**src/logic/gpio_params.svh**
```systemverilog
// Register indices, field positions and reset values for the parallel I/O block
`ifndef GPIO_PARAMS_SVH
`define GPIO_PARAMS_SVH

// ------------------------------------------------------------
// Register indices (byte address is four times the index)
// ------------------------------------------------------------
`define IDX_PORT_F_DIRECTION 8'h03
`define IDX_PORT_F_VALUE 8'h05
`define IDX_PORT_C_DIRECTION 8'h07
`define IDX_PORT_D_VALUE 8'h08
`define IDX_PORT_D_DIRECTION 8'h09
`define IDX_PORT_E_INPUT_VALUE 8'h0a
`define IDX_RESISTOR_ASSIGN 8'h2c
`define IDX_OUTPUT_OPTIONS 8'h38
`define IDX_RESISTOR_GATE 8'h3f
`define IDX_PORT_H_VALUE 8'h7c
`define IDX_PORT_H_DIRECTION 8'h7d
`define IDX_PORT_G_VALUE 8'h7e
`define IDX_PORT_G_DIRECTION 8'h7f

// ------------------------------------------------------------
// Field positions
// ------------------------------------------------------------
`define BIT_PORTB_PULLUP 0
`define BIT_PORT_F_VALUE_PULLUP 1
`define BIT_PORT_G_VALUE_PULLUP 2
`define BIT_PORT_H_VALUE_RESISTOR 3
`define BIT_PORTC_OPEN_DRAIN 6
`define BIT_RESISTOR_GATE 4
`define BIT_RW_STROBE 7
`define PORT_D_WIDTH 6

// ------------------------------------------------------------
// Reset values
// ------------------------------------------------------------
`define RST_DIRECTION 8'h00
`define RST_RESISTOR_ASSIGN 4'hf
`define RST_RESISTOR_GATE 1'b1
`define RST_OPEN_DRAIN 1'b0

// ------------------------------------------------------------
// AXI responses
// ------------------------------------------------------------
`define RESP_OKAY 2'b00
`define RESP_SLVERR 2'b10

`endif

```
**src/logic/gpio_pkg.sv**
```systemverilog
// Types shared by the parallel I/O block and its pin cell
package gpio_pkg;

	// ------------------------------------------------------------
	// Pin drive bundle for one 8-bit port
	// ------------------------------------------------------------
	typedef struct packed
	{
		logic [7:0] value;
		logic [7:0] enable;
		logic [7:0] pull_up;
		logic [7:0] pull_down;
	} pin_drive_t;

	// Alternate function request from a peripheral
	typedef struct packed
	{
		logic [7:0] select;
		logic [7:0] value;
		logic [7:0] enable;
	} alt_func_t;

endpackage

```
**src/logic/parallel_io_ports.sv**
```systemverilog
// Parallel I/O ports C (direction) to H with an AXI4-Lite register slave
//
// Decided for this implementation: the AXI4-Lite interface to the registers.
`timescale 1ns/10ps
`include "gpio_params.svh"
module parallel_io_ports
	import gpio_pkg::*;
#(
	parameter int ADDR_WIDTH = 12
)
(
	input wire logic aclk, // System clock, 20 MHz
	input wire logic aresetn, // Synchronous reset, active low
	// AXI4-Lite slave
	input wire logic [ADDR_WIDTH-1:0] s_axi_awaddr, // Write address
	input wire logic s_axi_awvalid, // Write address valid
	output logic s_axi_awready, // Write address ready
	input wire logic [31:0] s_axi_wdata, // Write data
	input wire logic [3:0] s_axi_wstrb, // Write strobes
	input wire logic s_axi_wvalid, // Write data valid
	output logic s_axi_wready, // Write data ready
	output logic [1:0] s_axi_bresp, // Write response
	output logic s_axi_bvalid, // Write response valid
	input wire logic s_axi_bready, // Write response ready
	input wire logic [ADDR_WIDTH-1:0] s_axi_araddr, // Read address
	input wire logic s_axi_arvalid, // Read address valid
	output logic s_axi_arready, // Read address ready
	output logic [31:0] s_axi_rdata, // Read data
	output logic [1:0] s_axi_rresp, // Read response
	output logic s_axi_rvalid, // Read data valid
	input wire logic s_axi_rready, // Read data ready
	// Operating mode and bus takeover
	input wire logic expanded_mode, // High in expanded or test mode
	input wire logic [7:0] address_low, // Low address for port F
	input wire logic rw_strobe, // Read/write strobe for port G pin 7
	input wire logic [7:0] port_c_out_value, // Port C data from its register
	// Peripheral alternate functions
	input alt_func_t port_d_alt, // Serial 1 and SPI requests
	input alt_func_t port_h_alt, // PWM and serial 2/3 requests
	// Pin levels, synchronous to aclk
	input wire logic [7:0] port_c_pin_in, // Port C pin levels
	input wire logic [7:0] port_d_pin_in, // Port D pin levels
	input wire logic [7:0] port_e_pin_in, // Port E pin levels
	input wire logic [7:0] port_f_pin_in, // Port F pin levels
	input wire logic [7:0] port_g_pin_in, // Port G pin levels
	input wire logic [7:0] port_h_pin_in, // Port H pin levels
	// Pin drive
	output pin_drive_t port_c_pins, // Port C drive
	output pin_drive_t port_d_pins, // Port D drive
	output pin_drive_t port_f_pins, // Port F drive
	output pin_drive_t port_g_pins, // Port G drive
	output pin_drive_t port_h_pins, // Port H drive
	output logic portb_pull_active // Port B pull-ups on
);

	// ------------------------------------------------------------
	// Register storage
	// ------------------------------------------------------------
	logic [7:0] port_c_direction_reg;
	logic [`PORT_D_WIDTH-1:0] port_d_direction_reg;
	logic [7:0] port_f_direction_reg;
	logic [7:0] port_g_direction_reg;
	logic [7:0] port_h_direction_reg;
	logic [`PORT_D_WIDTH-1:0] port_d_value_reg;
	logic [7:0] port_f_value_reg;
	logic [7:0] port_g_value_reg;
	logic [7:0] port_h_value_reg;
	logic [3:0] resistor_assign_reg;
	logic resistor_assign_gate_reg;
	logic portc_open_drain_sel_reg;

	// Bus side state
	logic [ADDR_WIDTH-1:0] wr_addr_reg;
	logic [7:0] wr_data_reg;
	logic wr_strobe_reg;
	logic [7:0] rd_data_next;
	logic rd_hit_next;
	logic wr_hit;
	logic do_write;
	logic do_read;
	logic [7:0] wr_index;
	logic [7:0] rd_index;

	// ------------------------------------------------------------
	// Helper functions
	// ------------------------------------------------------------
	// Index from a byte address; upper bits beyond the map must be zero
	function automatic logic [7:0] reg_index(input logic [ADDR_WIDTH-1:0] addr);
		logic [ADDR_WIDTH-1:0] word;
		word = addr >> 2;
		if (word > ADDR_WIDTH'(8'hff))
		begin
			reg_index = 8'h00;
		end
		else
		begin
			reg_index = word[7:0];
		end
	endfunction

	// Index is mapped in the current operating mode
	function automatic logic reg_mapped(input logic [7:0] idx, input logic expanded);
		case (idx)
			`IDX_PORT_F_DIRECTION, `IDX_PORT_F_VALUE, `IDX_PORT_C_DIRECTION:
				reg_mapped = !expanded;
			`IDX_PORT_D_VALUE, `IDX_PORT_D_DIRECTION, `IDX_PORT_E_INPUT_VALUE,
			`IDX_RESISTOR_ASSIGN, `IDX_OUTPUT_OPTIONS, `IDX_RESISTOR_GATE,
			`IDX_PORT_H_VALUE, `IDX_PORT_H_DIRECTION,
			`IDX_PORT_G_VALUE, `IDX_PORT_G_DIRECTION:
				reg_mapped = 1'b1;
			default:
				reg_mapped = 1'b0;
		endcase
	endfunction

	// Output bits read back stored data, input bits read the pin
	function automatic logic [7:0] pin_view(input logic [7:0] stored, input logic [7:0] dir,
		input logic [7:0] pin);
		pin_view = (dir & stored) | (~dir & pin);
	endfunction

	// ------------------------------------------------------------
	// Write channel handshake
	// ------------------------------------------------------------
	// Address and data are taken in either order; ready drops until the response
	assign do_write = !s_axi_awready && !s_axi_wready && !s_axi_bvalid;
	assign wr_index = reg_index(wr_addr_reg);
	assign wr_hit = reg_mapped(wr_index, expanded_mode);

	// Write address capture
	always_ff @(posedge aclk)
	begin
		if (!aresetn)
		begin
			s_axi_awready <= 1'b1;
			wr_addr_reg <= '0;
		end
		else if (s_axi_awvalid && s_axi_awready)
		begin
			s_axi_awready <= 1'b0;
			wr_addr_reg <= s_axi_awaddr;
		end
		else if (s_axi_bvalid && s_axi_bready)
		begin
			s_axi_awready <= 1'b1;
		end
	end

	// Write data capture; only the low byte lane carries register data
	always_ff @(posedge aclk)
	begin
		if (!aresetn)
		begin
			s_axi_wready <= 1'b1;
			wr_data_reg <= 8'h00;
			wr_strobe_reg <= 1'b0;
		end
		else if (s_axi_wvalid && s_axi_wready)
		begin
			s_axi_wready <= 1'b0;
			wr_data_reg <= s_axi_wdata[7:0];
			wr_strobe_reg <= s_axi_wstrb[0];
		end
		else if (s_axi_bvalid && s_axi_bready)
		begin
			s_axi_wready <= 1'b1;
		end
	end

	// Write response; unmapped or removed registers answer with an error
	always_ff @(posedge aclk)
	begin
		if (!aresetn)
		begin
			s_axi_bvalid <= 1'b0;
			s_axi_bresp <= `RESP_OKAY;
		end
		else if (do_write)
		begin
			s_axi_bvalid <= 1'b1;
			s_axi_bresp <= wr_hit ? `RESP_OKAY : `RESP_SLVERR;
		end
		else if (s_axi_bready)
		begin
			s_axi_bvalid <= 1'b0;
		end
	end

	// ------------------------------------------------------------
	// Control registers with reset
	// ------------------------------------------------------------
	// Directions clear so every pin comes up high impedance unless expanded mode or an alternate function takes it
	always_ff @(posedge aclk)
	begin
		if (!aresetn)
		begin
			port_c_direction_reg <= `RST_DIRECTION;
			port_d_direction_reg <= `PORT_D_WIDTH'(`RST_DIRECTION);
			port_f_direction_reg <= `RST_DIRECTION;
			port_g_direction_reg <= `RST_DIRECTION;
			port_h_direction_reg <= `RST_DIRECTION;
		end
		else if (do_write && wr_hit && wr_strobe_reg)
		begin
			case (wr_index)
				`IDX_PORT_C_DIRECTION: port_c_direction_reg <= wr_data_reg;
				`IDX_PORT_D_DIRECTION: port_d_direction_reg <= wr_data_reg[`PORT_D_WIDTH-1:0];
				`IDX_PORT_F_DIRECTION: port_f_direction_reg <= wr_data_reg;
				`IDX_PORT_G_DIRECTION: port_g_direction_reg <= wr_data_reg;
				`IDX_PORT_H_DIRECTION: port_h_direction_reg <= wr_data_reg;
				default: ;
			endcase
		end
	end

	// Pull assignment, gate and port C output option
	always_ff @(posedge aclk)
	begin
		if (!aresetn)
		begin
			resistor_assign_reg <= `RST_RESISTOR_ASSIGN;
			resistor_assign_gate_reg <= `RST_RESISTOR_GATE;
			portc_open_drain_sel_reg <= `RST_OPEN_DRAIN;
		end
		else if (do_write && wr_hit && wr_strobe_reg)
		begin
			case (wr_index)
				`IDX_RESISTOR_ASSIGN: resistor_assign_reg <= wr_data_reg[3:0];
				`IDX_RESISTOR_GATE: resistor_assign_gate_reg <= wr_data_reg[`BIT_RESISTOR_GATE];
				`IDX_OUTPUT_OPTIONS: portc_open_drain_sel_reg <= wr_data_reg[`BIT_PORTC_OPEN_DRAIN];
				default: ;
			endcase
		end
	end

	// ------------------------------------------------------------
	// Data registers, no reset
	// ------------------------------------------------------------
	// Deliberately outside reset so contents survive it; start value unknown
	always_ff @(posedge aclk)
	begin
		if (do_write && wr_hit && wr_strobe_reg)
		begin
			case (wr_index)
				`IDX_PORT_D_VALUE: port_d_value_reg <= wr_data_reg[`PORT_D_WIDTH-1:0];
				`IDX_PORT_F_VALUE: port_f_value_reg <= wr_data_reg;
				`IDX_PORT_G_VALUE: port_g_value_reg <= wr_data_reg;
				`IDX_PORT_H_VALUE: port_h_value_reg <= wr_data_reg;
				default: ;
			endcase
		end
	end

	// ------------------------------------------------------------
	// Read channel
	// ------------------------------------------------------------
	assign do_read = s_axi_arvalid && s_axi_arready;
	assign rd_index = reg_index(s_axi_araddr);

	// Read decode; port E samples pins directly, so reads need no storage
	always_comb
	begin
		rd_hit_next = reg_mapped(rd_index, expanded_mode);
		rd_data_next = 8'h00;
		case (rd_index)
			`IDX_PORT_C_DIRECTION: rd_data_next = port_c_direction_reg;
			`IDX_PORT_D_DIRECTION: rd_data_next = {2'b00, port_d_direction_reg};
			`IDX_PORT_D_VALUE:
				rd_data_next = pin_view({2'b00, port_d_value_reg}, {2'b00, port_d_direction_reg},
					{2'b00, port_d_pin_in[`PORT_D_WIDTH-1:0]});
			`IDX_PORT_E_INPUT_VALUE: rd_data_next = port_e_pin_in;
			`IDX_PORT_F_DIRECTION: rd_data_next = port_f_direction_reg;
			`IDX_PORT_F_VALUE: rd_data_next = pin_view(port_f_value_reg, port_f_direction_reg, port_f_pin_in);
			`IDX_PORT_G_DIRECTION: rd_data_next = port_g_direction_reg;
			`IDX_PORT_G_VALUE: rd_data_next = pin_view(port_g_value_reg, port_g_direction_reg, port_g_pin_in);
			`IDX_PORT_H_DIRECTION: rd_data_next = port_h_direction_reg;
			`IDX_PORT_H_VALUE: rd_data_next = pin_view(port_h_value_reg, port_h_direction_reg, port_h_pin_in);
			`IDX_RESISTOR_ASSIGN: rd_data_next = {4'h0, resistor_assign_reg};
			`IDX_RESISTOR_GATE: rd_data_next = 8'(resistor_assign_gate_reg) << `BIT_RESISTOR_GATE;
			`IDX_OUTPUT_OPTIONS: rd_data_next = 8'(portc_open_drain_sel_reg) << `BIT_PORTC_OPEN_DRAIN;
			default: rd_data_next = 8'h00;
		endcase
		if (!rd_hit_next)
		begin
			rd_data_next = 8'h00;
		end
	end

	// Read address ready drops until the data has been taken
	always_ff @(posedge aclk)
	begin
		if (!aresetn)
		begin
			s_axi_arready <= 1'b1;
		end
		else if (do_read)
		begin
			s_axi_arready <= 1'b0;
		end
		else if (s_axi_rvalid && s_axi_rready)
		begin
			s_axi_arready <= 1'b1;
		end
	end

	// Read data one cycle after the address is taken
	always_ff @(posedge aclk)
	begin
		if (!aresetn)
		begin
			s_axi_rvalid <= 1'b0;
			s_axi_rdata <= 32'h0000_0000;
			s_axi_rresp <= `RESP_OKAY;
		end
		else if (do_read)
		begin
			s_axi_rvalid <= 1'b1;
			s_axi_rdata <= {24'h00_0000, rd_data_next};
			s_axi_rresp <= rd_hit_next ? `RESP_OKAY : `RESP_SLVERR;
		end
		else if (s_axi_rready)
		begin
			s_axi_rvalid <= 1'b0;
		end
	end

	// ------------------------------------------------------------
	// Pull resistor enables
	// ------------------------------------------------------------
	logic pull_f;
	logic pull_g;
	logic pull_h;

	// Gate overrides every per-port enable; port F pulls only make sense off-bus
	assign pull_f = resistor_assign_gate_reg && resistor_assign_reg[`BIT_PORT_F_VALUE_PULLUP] && !expanded_mode;
	assign pull_g = resistor_assign_gate_reg && resistor_assign_reg[`BIT_PORT_G_VALUE_PULLUP];
	assign pull_h = resistor_assign_gate_reg && resistor_assign_reg[`BIT_PORT_H_VALUE_RESISTOR];

	// Port B pins live elsewhere; only their pull enable is produced here
	always_ff @(posedge aclk)
	begin
		if (!aresetn)
		begin
			portb_pull_active <= 1'b0;
		end
		else
		begin
			portb_pull_active <= resistor_assign_gate_reg && resistor_assign_reg[`BIT_PORTB_PULLUP];
		end
	end

	// ------------------------------------------------------------
	// Pin cells
	// ------------------------------------------------------------
	// Port C: no alternate here; data bus takeover is handled upstream
	port_pin_cell #(.WIDTH(8)) cell_c
	(
		.aclk(aclk),
		.aresetn(aresetn),
		.gpio_value(port_c_out_value),
		.gpio_dir(port_c_direction_reg),
		.alt_select(8'h00),
		.alt_value(8'h00),
		.alt_enable(8'h00),
		.open_drain(portc_open_drain_sel_reg),
		.pull_up_en(8'h00),
		.pull_down_en(8'h00),
		.pins(port_c_pins)
	);

	// Port D: serial 1 on pins 1:0, SPI on pins 5:2; top two pins absent
	port_pin_cell #(.WIDTH(8)) cell_d
	(
		.aclk(aclk),
		.aresetn(aresetn),
		.gpio_value({2'b00, port_d_value_reg}),
		.gpio_dir({2'b00, port_d_direction_reg}),
		.alt_select({2'b00, port_d_alt.select[`PORT_D_WIDTH-1:0]}),
		.alt_value(port_d_alt.value),
		.alt_enable({2'b00, port_d_alt.enable[`PORT_D_WIDTH-1:0]}),
		.open_drain(1'b0),
		.pull_up_en(8'h00),
		.pull_down_en(8'h00),
		.pins(port_d_pins)
	);

	// Port F: low address outputs in expanded mode
	port_pin_cell #(.WIDTH(8)) cell_f
	(
		.aclk(aclk),
		.aresetn(aresetn),
		.gpio_value(port_f_value_reg),
		.gpio_dir(port_f_direction_reg),
		.alt_select({8{expanded_mode}}),
		.alt_value(address_low),
		.alt_enable(8'hff),
		.open_drain(1'b0),
		.pull_up_en({8{pull_f}}),
		.pull_down_en(8'h00),
		.pins(port_f_pins)
	);

	// Port G: pin 7 becomes the read/write strobe in expanded mode
	port_pin_cell #(.WIDTH(8)) cell_g
	(
		.aclk(aclk),
		.aresetn(aresetn),
		.gpio_value(port_g_value_reg),
		.gpio_dir(port_g_direction_reg),
		.alt_select(8'(expanded_mode) << `BIT_RW_STROBE),
		.alt_value(8'(rw_strobe) << `BIT_RW_STROBE),
		.alt_enable(8'h80),
		.open_drain(1'b0),
		.pull_up_en({8{pull_g}}),
		.pull_down_en(8'h00),
		.pins(port_g_pins)
	);

	// Port H: PWM on 3:0, serial 2 on 5:4, serial 3 on 7:6
	port_pin_cell #(.WIDTH(8)) cell_h
	(
		.aclk(aclk),
		.aresetn(aresetn),
		.gpio_value(port_h_value_reg),
		.gpio_dir(port_h_direction_reg),
		.alt_select(port_h_alt.select),
		.alt_value(port_h_alt.value),
		.alt_enable(port_h_alt.enable),
		.open_drain(1'b0),
		.pull_up_en({{4{pull_h}}, 4'h0}),
		.pull_down_en({4'h0, {4{pull_h}}}),
		.pins(port_h_pins)
	);

endmodule

```
**src/logic/port_pin_cell.sv**
```systemverilog
// Registered pin driver for one port: alternate takeover, open drain, pulls
`timescale 1ns/10ps
module port_pin_cell
	import gpio_pkg::*;
#(
	parameter int WIDTH = 8
)
(
	input wire logic aclk, // System clock
	input wire logic aresetn, // Synchronous reset, active low
	input wire logic [WIDTH-1:0] gpio_value, // Stored data bits
	input wire logic [WIDTH-1:0] gpio_dir, // Direction bits, 1 drives
	input wire logic [WIDTH-1:0] alt_select, // Alternate function owns pin
	input wire logic [WIDTH-1:0] alt_value, // Alternate output level
	input wire logic [WIDTH-1:0] alt_enable, // Alternate output enable
	input wire logic open_drain, // Drive low only
	input wire logic [WIDTH-1:0] pull_up_en, // Pull-up allowed
	input wire logic [WIDTH-1:0] pull_down_en, // Pull-down allowed
	output pin_drive_t pins // Registered pin drive
);

	logic [WIDTH-1:0] val_next;
	logic [WIDTH-1:0] oe_next;

	// ------------------------------------------------------------
	// Pin source selection
	// ------------------------------------------------------------
	// Alternate function wins; data bits then only matter when released
	always_comb
	begin
		val_next = (alt_select & alt_value) | (~alt_select & gpio_value);
		oe_next = (alt_select & alt_enable) | (~alt_select & gpio_dir);
		if (open_drain)
		begin
			oe_next = oe_next & ~val_next;
		end
	end

	// Registered so every pin leaves the block from a flop
	always_ff @(posedge aclk)
	begin
		if (!aresetn)
		begin
			pins <= '0;
		end
		else
		begin
			pins.value <= 8'(val_next);
			pins.enable <= 8'(oe_next);
			pins.pull_up <= 8'(pull_up_en & ~oe_next);
			pins.pull_down <= 8'(pull_down_en & ~oe_next);
		end
	end

endmodule

```
**config.mk**
```make
export PLATFORM = sky130hd
export DESIGN_NAME = parallel_io_ports
export DESIGN_NICKNAME = d
export VERILOG_FILES = /design/src/logic/gpio_pkg.sv /design/src/logic/parallel_io_ports.sv /design/src/logic/port_pin_cell.sv
export VERILOG_INCLUDE_DIRS = /design/src /design/src/logic
export SDC_FILE = /design/constraint.sdc
export NUM_CORES = 1
export LEC_CHECK = 0
export CAP_MARGIN = 20
export CORE_AREA = 3 3 149 151
export DETAILED_ROUTE_END_ITERATION = 7
export DIE_AREA = 0 0 152 154
export DONT_BUFFER_PORTS = 1
export PLACE_DENSITY_LB_ADDON = 0.3
export REMOVE_ABC_BUFFERS = 1
export SLEW_MARGIN = 20
export SYNTH_ARGS = -nofsm -noshare
export SYNTH_HDL_FRONTEND = slang
export SYNTH_HIERARCHICAL = 1
export SYNTH_SLANG_ARGS = --single-unit
```
**constraint.sdc**
```tcl
create_clock -name aclk -period 7.69 [get_ports aclk]
set_input_delay 0.3845 -clock aclk [delete_from_list [all_inputs] [get_ports aclk]]
set_output_delay 0.3845 -clock aclk [all_outputs]
set_load 0.02 [all_outputs]
```
# == Word level (Yosys, flattened, before mapping) ==
# Index checks and enable logic that the tools add are counted.
# word_totals
ramBits,0
latchBits,0
out_inout_bits,202
memories,0
regBits,225
mem_bits_ro,0
# op_classes
addsub,0
n_div,0
shifts,0
eq_ne,26
magnitude_cmp,2
multipliers,0
reduce_logical,39
muxes,18
n_bitwise,51
# op_table
op,n
AND 8 bit,20
case mux 8 bit (13 select lines),1
OR 8 bit,11
inverter 8 bit,10
"equality test 8 x 7 -> 1 bit, second input constant",8
"equality test 8 x 4 -> 1 bit, second input constant",6
"equality test 8 x 6 -> 1 bit, second input constant",6
"equality test 8 x 3 -> 1 bit, second input constant",4
two-way mux 8 bit,4
AND 8 x 6 -> 8 bit,3
AND reduction 2 bit,12
"> comparator 10 x 8 -> 1 bit, second input constant",2
OR reduction 10 bit,2
"equality test 8 x 2 -> 1 bit, second input constant",2
inverter 6 -> 8 bit,2
logical AND 1 bit,14
AND 6 bit,2
nonzero test 2 bit,5
two-way mux 1 bit,9
AND 4 x 8 -> 8 bit,1
AND 6 x 8 -> 8 bit,1
OR 6 x 8 -> 8 bit,1
OR reduction 3 bit,2
zero test 1 bit,4
2 further kinds,4

# == Longest topological paths before layout ==
# logic_depth
word_depth,8
ltp_mapped,8
depth_no_buf,5

# == Hierarchy ==
# The synthesis kept the hierarchy.
# by_module_without_submodules
module,n_inst,seq_area_each_um2,cells_each,area_per_inst_um2
port_pin_cell,5,640.6,101,1194.9
parallel_io_ports,1,2482.4,596,5375.2

# == Worst setup path after synthesis ==
# OpenSTA, ideal clock, no wires.
# synth_timing
kind,register to register
start,register wr_addr_reg[9]
end,register port_g_value_reg[0] (enable)
path_slack_ns,4.734
t_arrival_ns,2.562
stages_incl_launch_ff,6
synth_period_minus_slack_ns,2.956
path_cell_list,dfxtp_1 -> or4_4 -> or2_1 -> o32ai_4 -> o21ai_0 -> nor4_1
# synth_between
elab_chain_len,8
word_cells_on_any_way,21
cone_classes,1 x order compare; 13 x eq/ne; 2 x mux; 5 x reduce/logical
# synth_rtl
element,line_no,source
from (decl),parallel_io_ports.sv:73,logic [ADDR_WIDTH-1:0] wr_addr_reg;
from (signal assigned),parallel_io_ports.sv:141,wr_addr_reg <= s_axi_awaddr;
> comparator 10 x 8 -> 1 bit,parallel_io_ports.sv:91,if (word > ADDR_WIDTH'(8'hff))
two-way mux 8 bit (*),parallel_io_ports.sv:91,
equality test 8 x 7 -> 1 bit (tied with other cells),parallel_io_ports.sv:103,case (idx)
OR reduction 10 bit / OR reduction 3 bit (equally long branches),parallel_io_ports.sv:103,
case mux 1 bit (2 select lines),parallel_io_ports.sv:103,
logical AND 1 bit (2 in series),parallel_io_ports.sv:242,if (do_write && wr_hit && wr_strobe_reg)
AND reduction 2 bit (no line) (*),-,
to (signal assigned),parallel_io_ports.sv:247,`IDX_PORT_G_VALUE: port_g_value_reg <= wr_data_reg;
to (decl),parallel_io_ports.sv:66,logic [7:0] port_g_value_reg;
# Mark *: on every way between the ends. The rest lies on a longest branch, timed or not.
# A chain may end at the register's enable or synchronous reset.

# == Worst setup path in the final report ==
# layout_timing
start,register wr_addr_reg[3]
end,register port_g_value_reg[6] (enable)
# Same word-level chain as after synthesis.

==> impl_metrics.toml <==
[final_layout]
drive_above_1_share_pct = 13.75
post-route-cell-area_mm2 = 0.01318
nets = 1439
instances_no_fill = 1558
area_growth_pct = 16.11

[pwr]
p_per_area_mw_per_mm2 = 243.1
ir_worst_vdd_mv = 0.1405
p_leak_nw = 5.323

[synthesis]
synth_most_common_cell = "dfxtp_1"
yosysWarnings = 6
synth_area_per_cell_um2 = 10.31
async_flop_share_pct = 0
synth_area_leader_cell = "dfxtp_1"
synthXorXnorAreaFrac_pct = 0
synth_fa_ha_area_share_pct = 0
synthTopCellsByArea = "dfxtp_1, edfxtp_1, mux2_2"
synthSimpleGateAreaFrac_pct = 19.13
ys.flop_type = "dfxtp_1"
ys_ff_latch = 269
synth_edf_count = 30
yosysSeqAreaShare_pct = 50.09
synthCells = 1101
synth_commonest_cells = "dfxtp_1, nand2_1, nor2b_1"
ys_types = 73
synth_top_area_share_pct = 42.16
synth_top_family_by_area = "simple AND/OR/NAND/NOR gates"
syn-cell-area_mm2 = 0.01135
synth_mux_area_share_pct = 11.74
synth-compound-area-share_pct = 14.10

[setup_path]
worst_r2r_endpoint = "port_g_value_reg[6]"
r2r_cells = 5
crit_required_ns = 7.84
path_class = "reg -> reg"
cp-start-kind = "register"
rrSetupSlack_ns = 4.45
crit_fanout = 16
cp-end-kind = "register"
r2r-start = "wr_addr_reg[3]"
arrival_ns = 3.39

[timing]
setup_viol = 0
slew_headroom_pct = 29.87
drv_slew = 0
min_period_ns = 3.244
timing.final.hold_violations = 0
rsz0062_at_grt = "false"
fin_tns_setup_ns = 0
max_freq_ghz = 0.3083
fin_skew_ns = 0.01430
worst_pin_slew_ns = 1.043
fin_crit_sh_pct = 42.18

[grt]
antenna_found_initial = 4
grtUsageTotal_pct = 25.85
overflow = 0
grt_pass1_vias = 8252
grt_pass1_wl_mm = 48.11
grt_max_degree = 65

[clock_tree]
cts_tree = "done"
clkLatencyLatePin_ns = 0.53
cts_setup_buffers = 0
cts_resized = 0
cts_hold_buf = 22
cts_buffers = 28
cts.path.max_buffers = 3
cts.sinks = 269
clk_pin_slew_worst_paths_ns = 0.06
clock-root-buffer = "clkbuf_16"
htreeDepth = 1

[detailed_routing]
num_vias = 8385
wl_per_cell_um = 20.53
ant_nets = 0
drc = 0
via_per_inst = 5.382
first_iter_violations = 462
routed_wl_mm = 31.98
dr.pass1.iters = 5

[min_path]
hold_path_class = "in -> reg"
hold_path.startpoint = "s_axi_awaddr[9]"
holdPathEnd = "wr_addr_reg[9]"
min_path_cells = 2

[die]
num_rows = 53
io_pins = 383
die_area_mm2 = 0.02341
initial_utilization_pct = 54.16
core_area_mm2 = 0.02096
die-width_um = 152
dieHeight_um = 154

[placed_design]
place_area_mm2 = 0.01194
placed_cells = 1480
routabilityCongestion = 0.8927
io_buffers = 0
detailed_place_hpwl_mm = 22.52

[outcome]
status = "finished clean"

[flow_run]
maxCapViolCount = 0
==> cell families (layout without fill, tap and decap cells) <==
logic type,after synthesis,in the layout
simple gates,415,415
flops,269,269
compound gates,206,206
mux,123,123
buf+inv,86,96
other cells,2,174
==> layout make-up <==
type,count,area (um2)
repair buffers,27,277.8
clock inverters,13,153.9
fillers,1743,7777
inverters,17,132.6
multi-input cells,915,5763
diodes,3,7.507
flip-flops and latches,269,5685
well taps,275,344.1
clock buffers,39,813.3
==> routing by layer <==
| metal | vias to the layer above | global-route usage [%] | wire length [um] |
|---|---|---|---|
| met5 | - | 0 | 7 |
| met3 | 60 | 7.909 | 2919 |
| met4 | 2 | 7.834 | 932 |
| met1 | 3966 | 30.82 | 12340 |
| met2 | 354 | 45.03 | 15790 |
| li1 | 4003 | - | - |
==> worst max-delay path: stages (launching register included) <==
cell and delay [ns]:
dfxtp_1 0.47, or4_1 0.55, a2111oi_0 0.47, a21o_1 0.27, o21ai_0 0.23, nor4_2 0.87
==> placed cells by master, fill, tap and decap left out, types with 6 or more instances in the layout <==
master         count
a211oi_1           9
a21oi_1           72
a2bb2oi_2         30
a32oi_1            6
and2_1            47
and3_1            17
clkbuf_16         29
conb_1           171
dfxtp_1          239
dlygate4sd3_1     22
edfxtp_1          30
inv_1             11
mux2_2            61
mux2i_1           57
nand2_1          149
nand3_1           11
nor2_1            45
nor2b_1           84
nor3_1             8
o211ai_1           6
o21ai_0           32
or3b_2             7
==> worst max-delay path by stage <==
stage | start | end | slack, ns | depth (start not counted)
floorplan | wr_addr_reg[9] | port_g_value_reg[0] | 4.73 | 5
global placement | wr_addr_reg[3] | port_g_value_reg[2] | 4.48 | 5
detailed placement | wr_addr_reg[3] | port_g_value_reg[0] | 4.43 | 5
CTS | wr_addr_reg[3] | port_g_value_reg[5] | 4.40 | 5
global route | wr_addr_reg[3] | port_g_value_reg[5] | 4.18 | 5
finish | wr_addr_reg[3] | port_g_value_reg[6] | 4.45 | 5
==> power by group <==
part           leakage, nW  internal (mW)  switching (mW)  total, mW
clock                0.473          0.841           0.552       1.39
sequential            2.22           1.48           0.108       1.59
combinational         2.63          0.104           0.120      0.224
==> per-stage QoR <==
| stage | setup slack [ns] | total power, mW | hold WS (ns) | util (%) |
|---|---|---|---|---|
| final | 4.446 | 3.203 | 0.01589 | 62.89 |
| after global routing | 4.184 | 3.314 | 0.005752 | 62.86 |
| after CTS | 4.404 | 3.213 | 0.001510 | 62.75 |
| after detailed placement | 4.431 | 1.815 | 0.4445 | 57.00 |
| after global placement | 4.484 | 1.810 | 0.4395 | 57.00 |
| after floorplan | 4.734 | 1.768 | 0.4314 | - |
(Power assumes the default switching activity.)
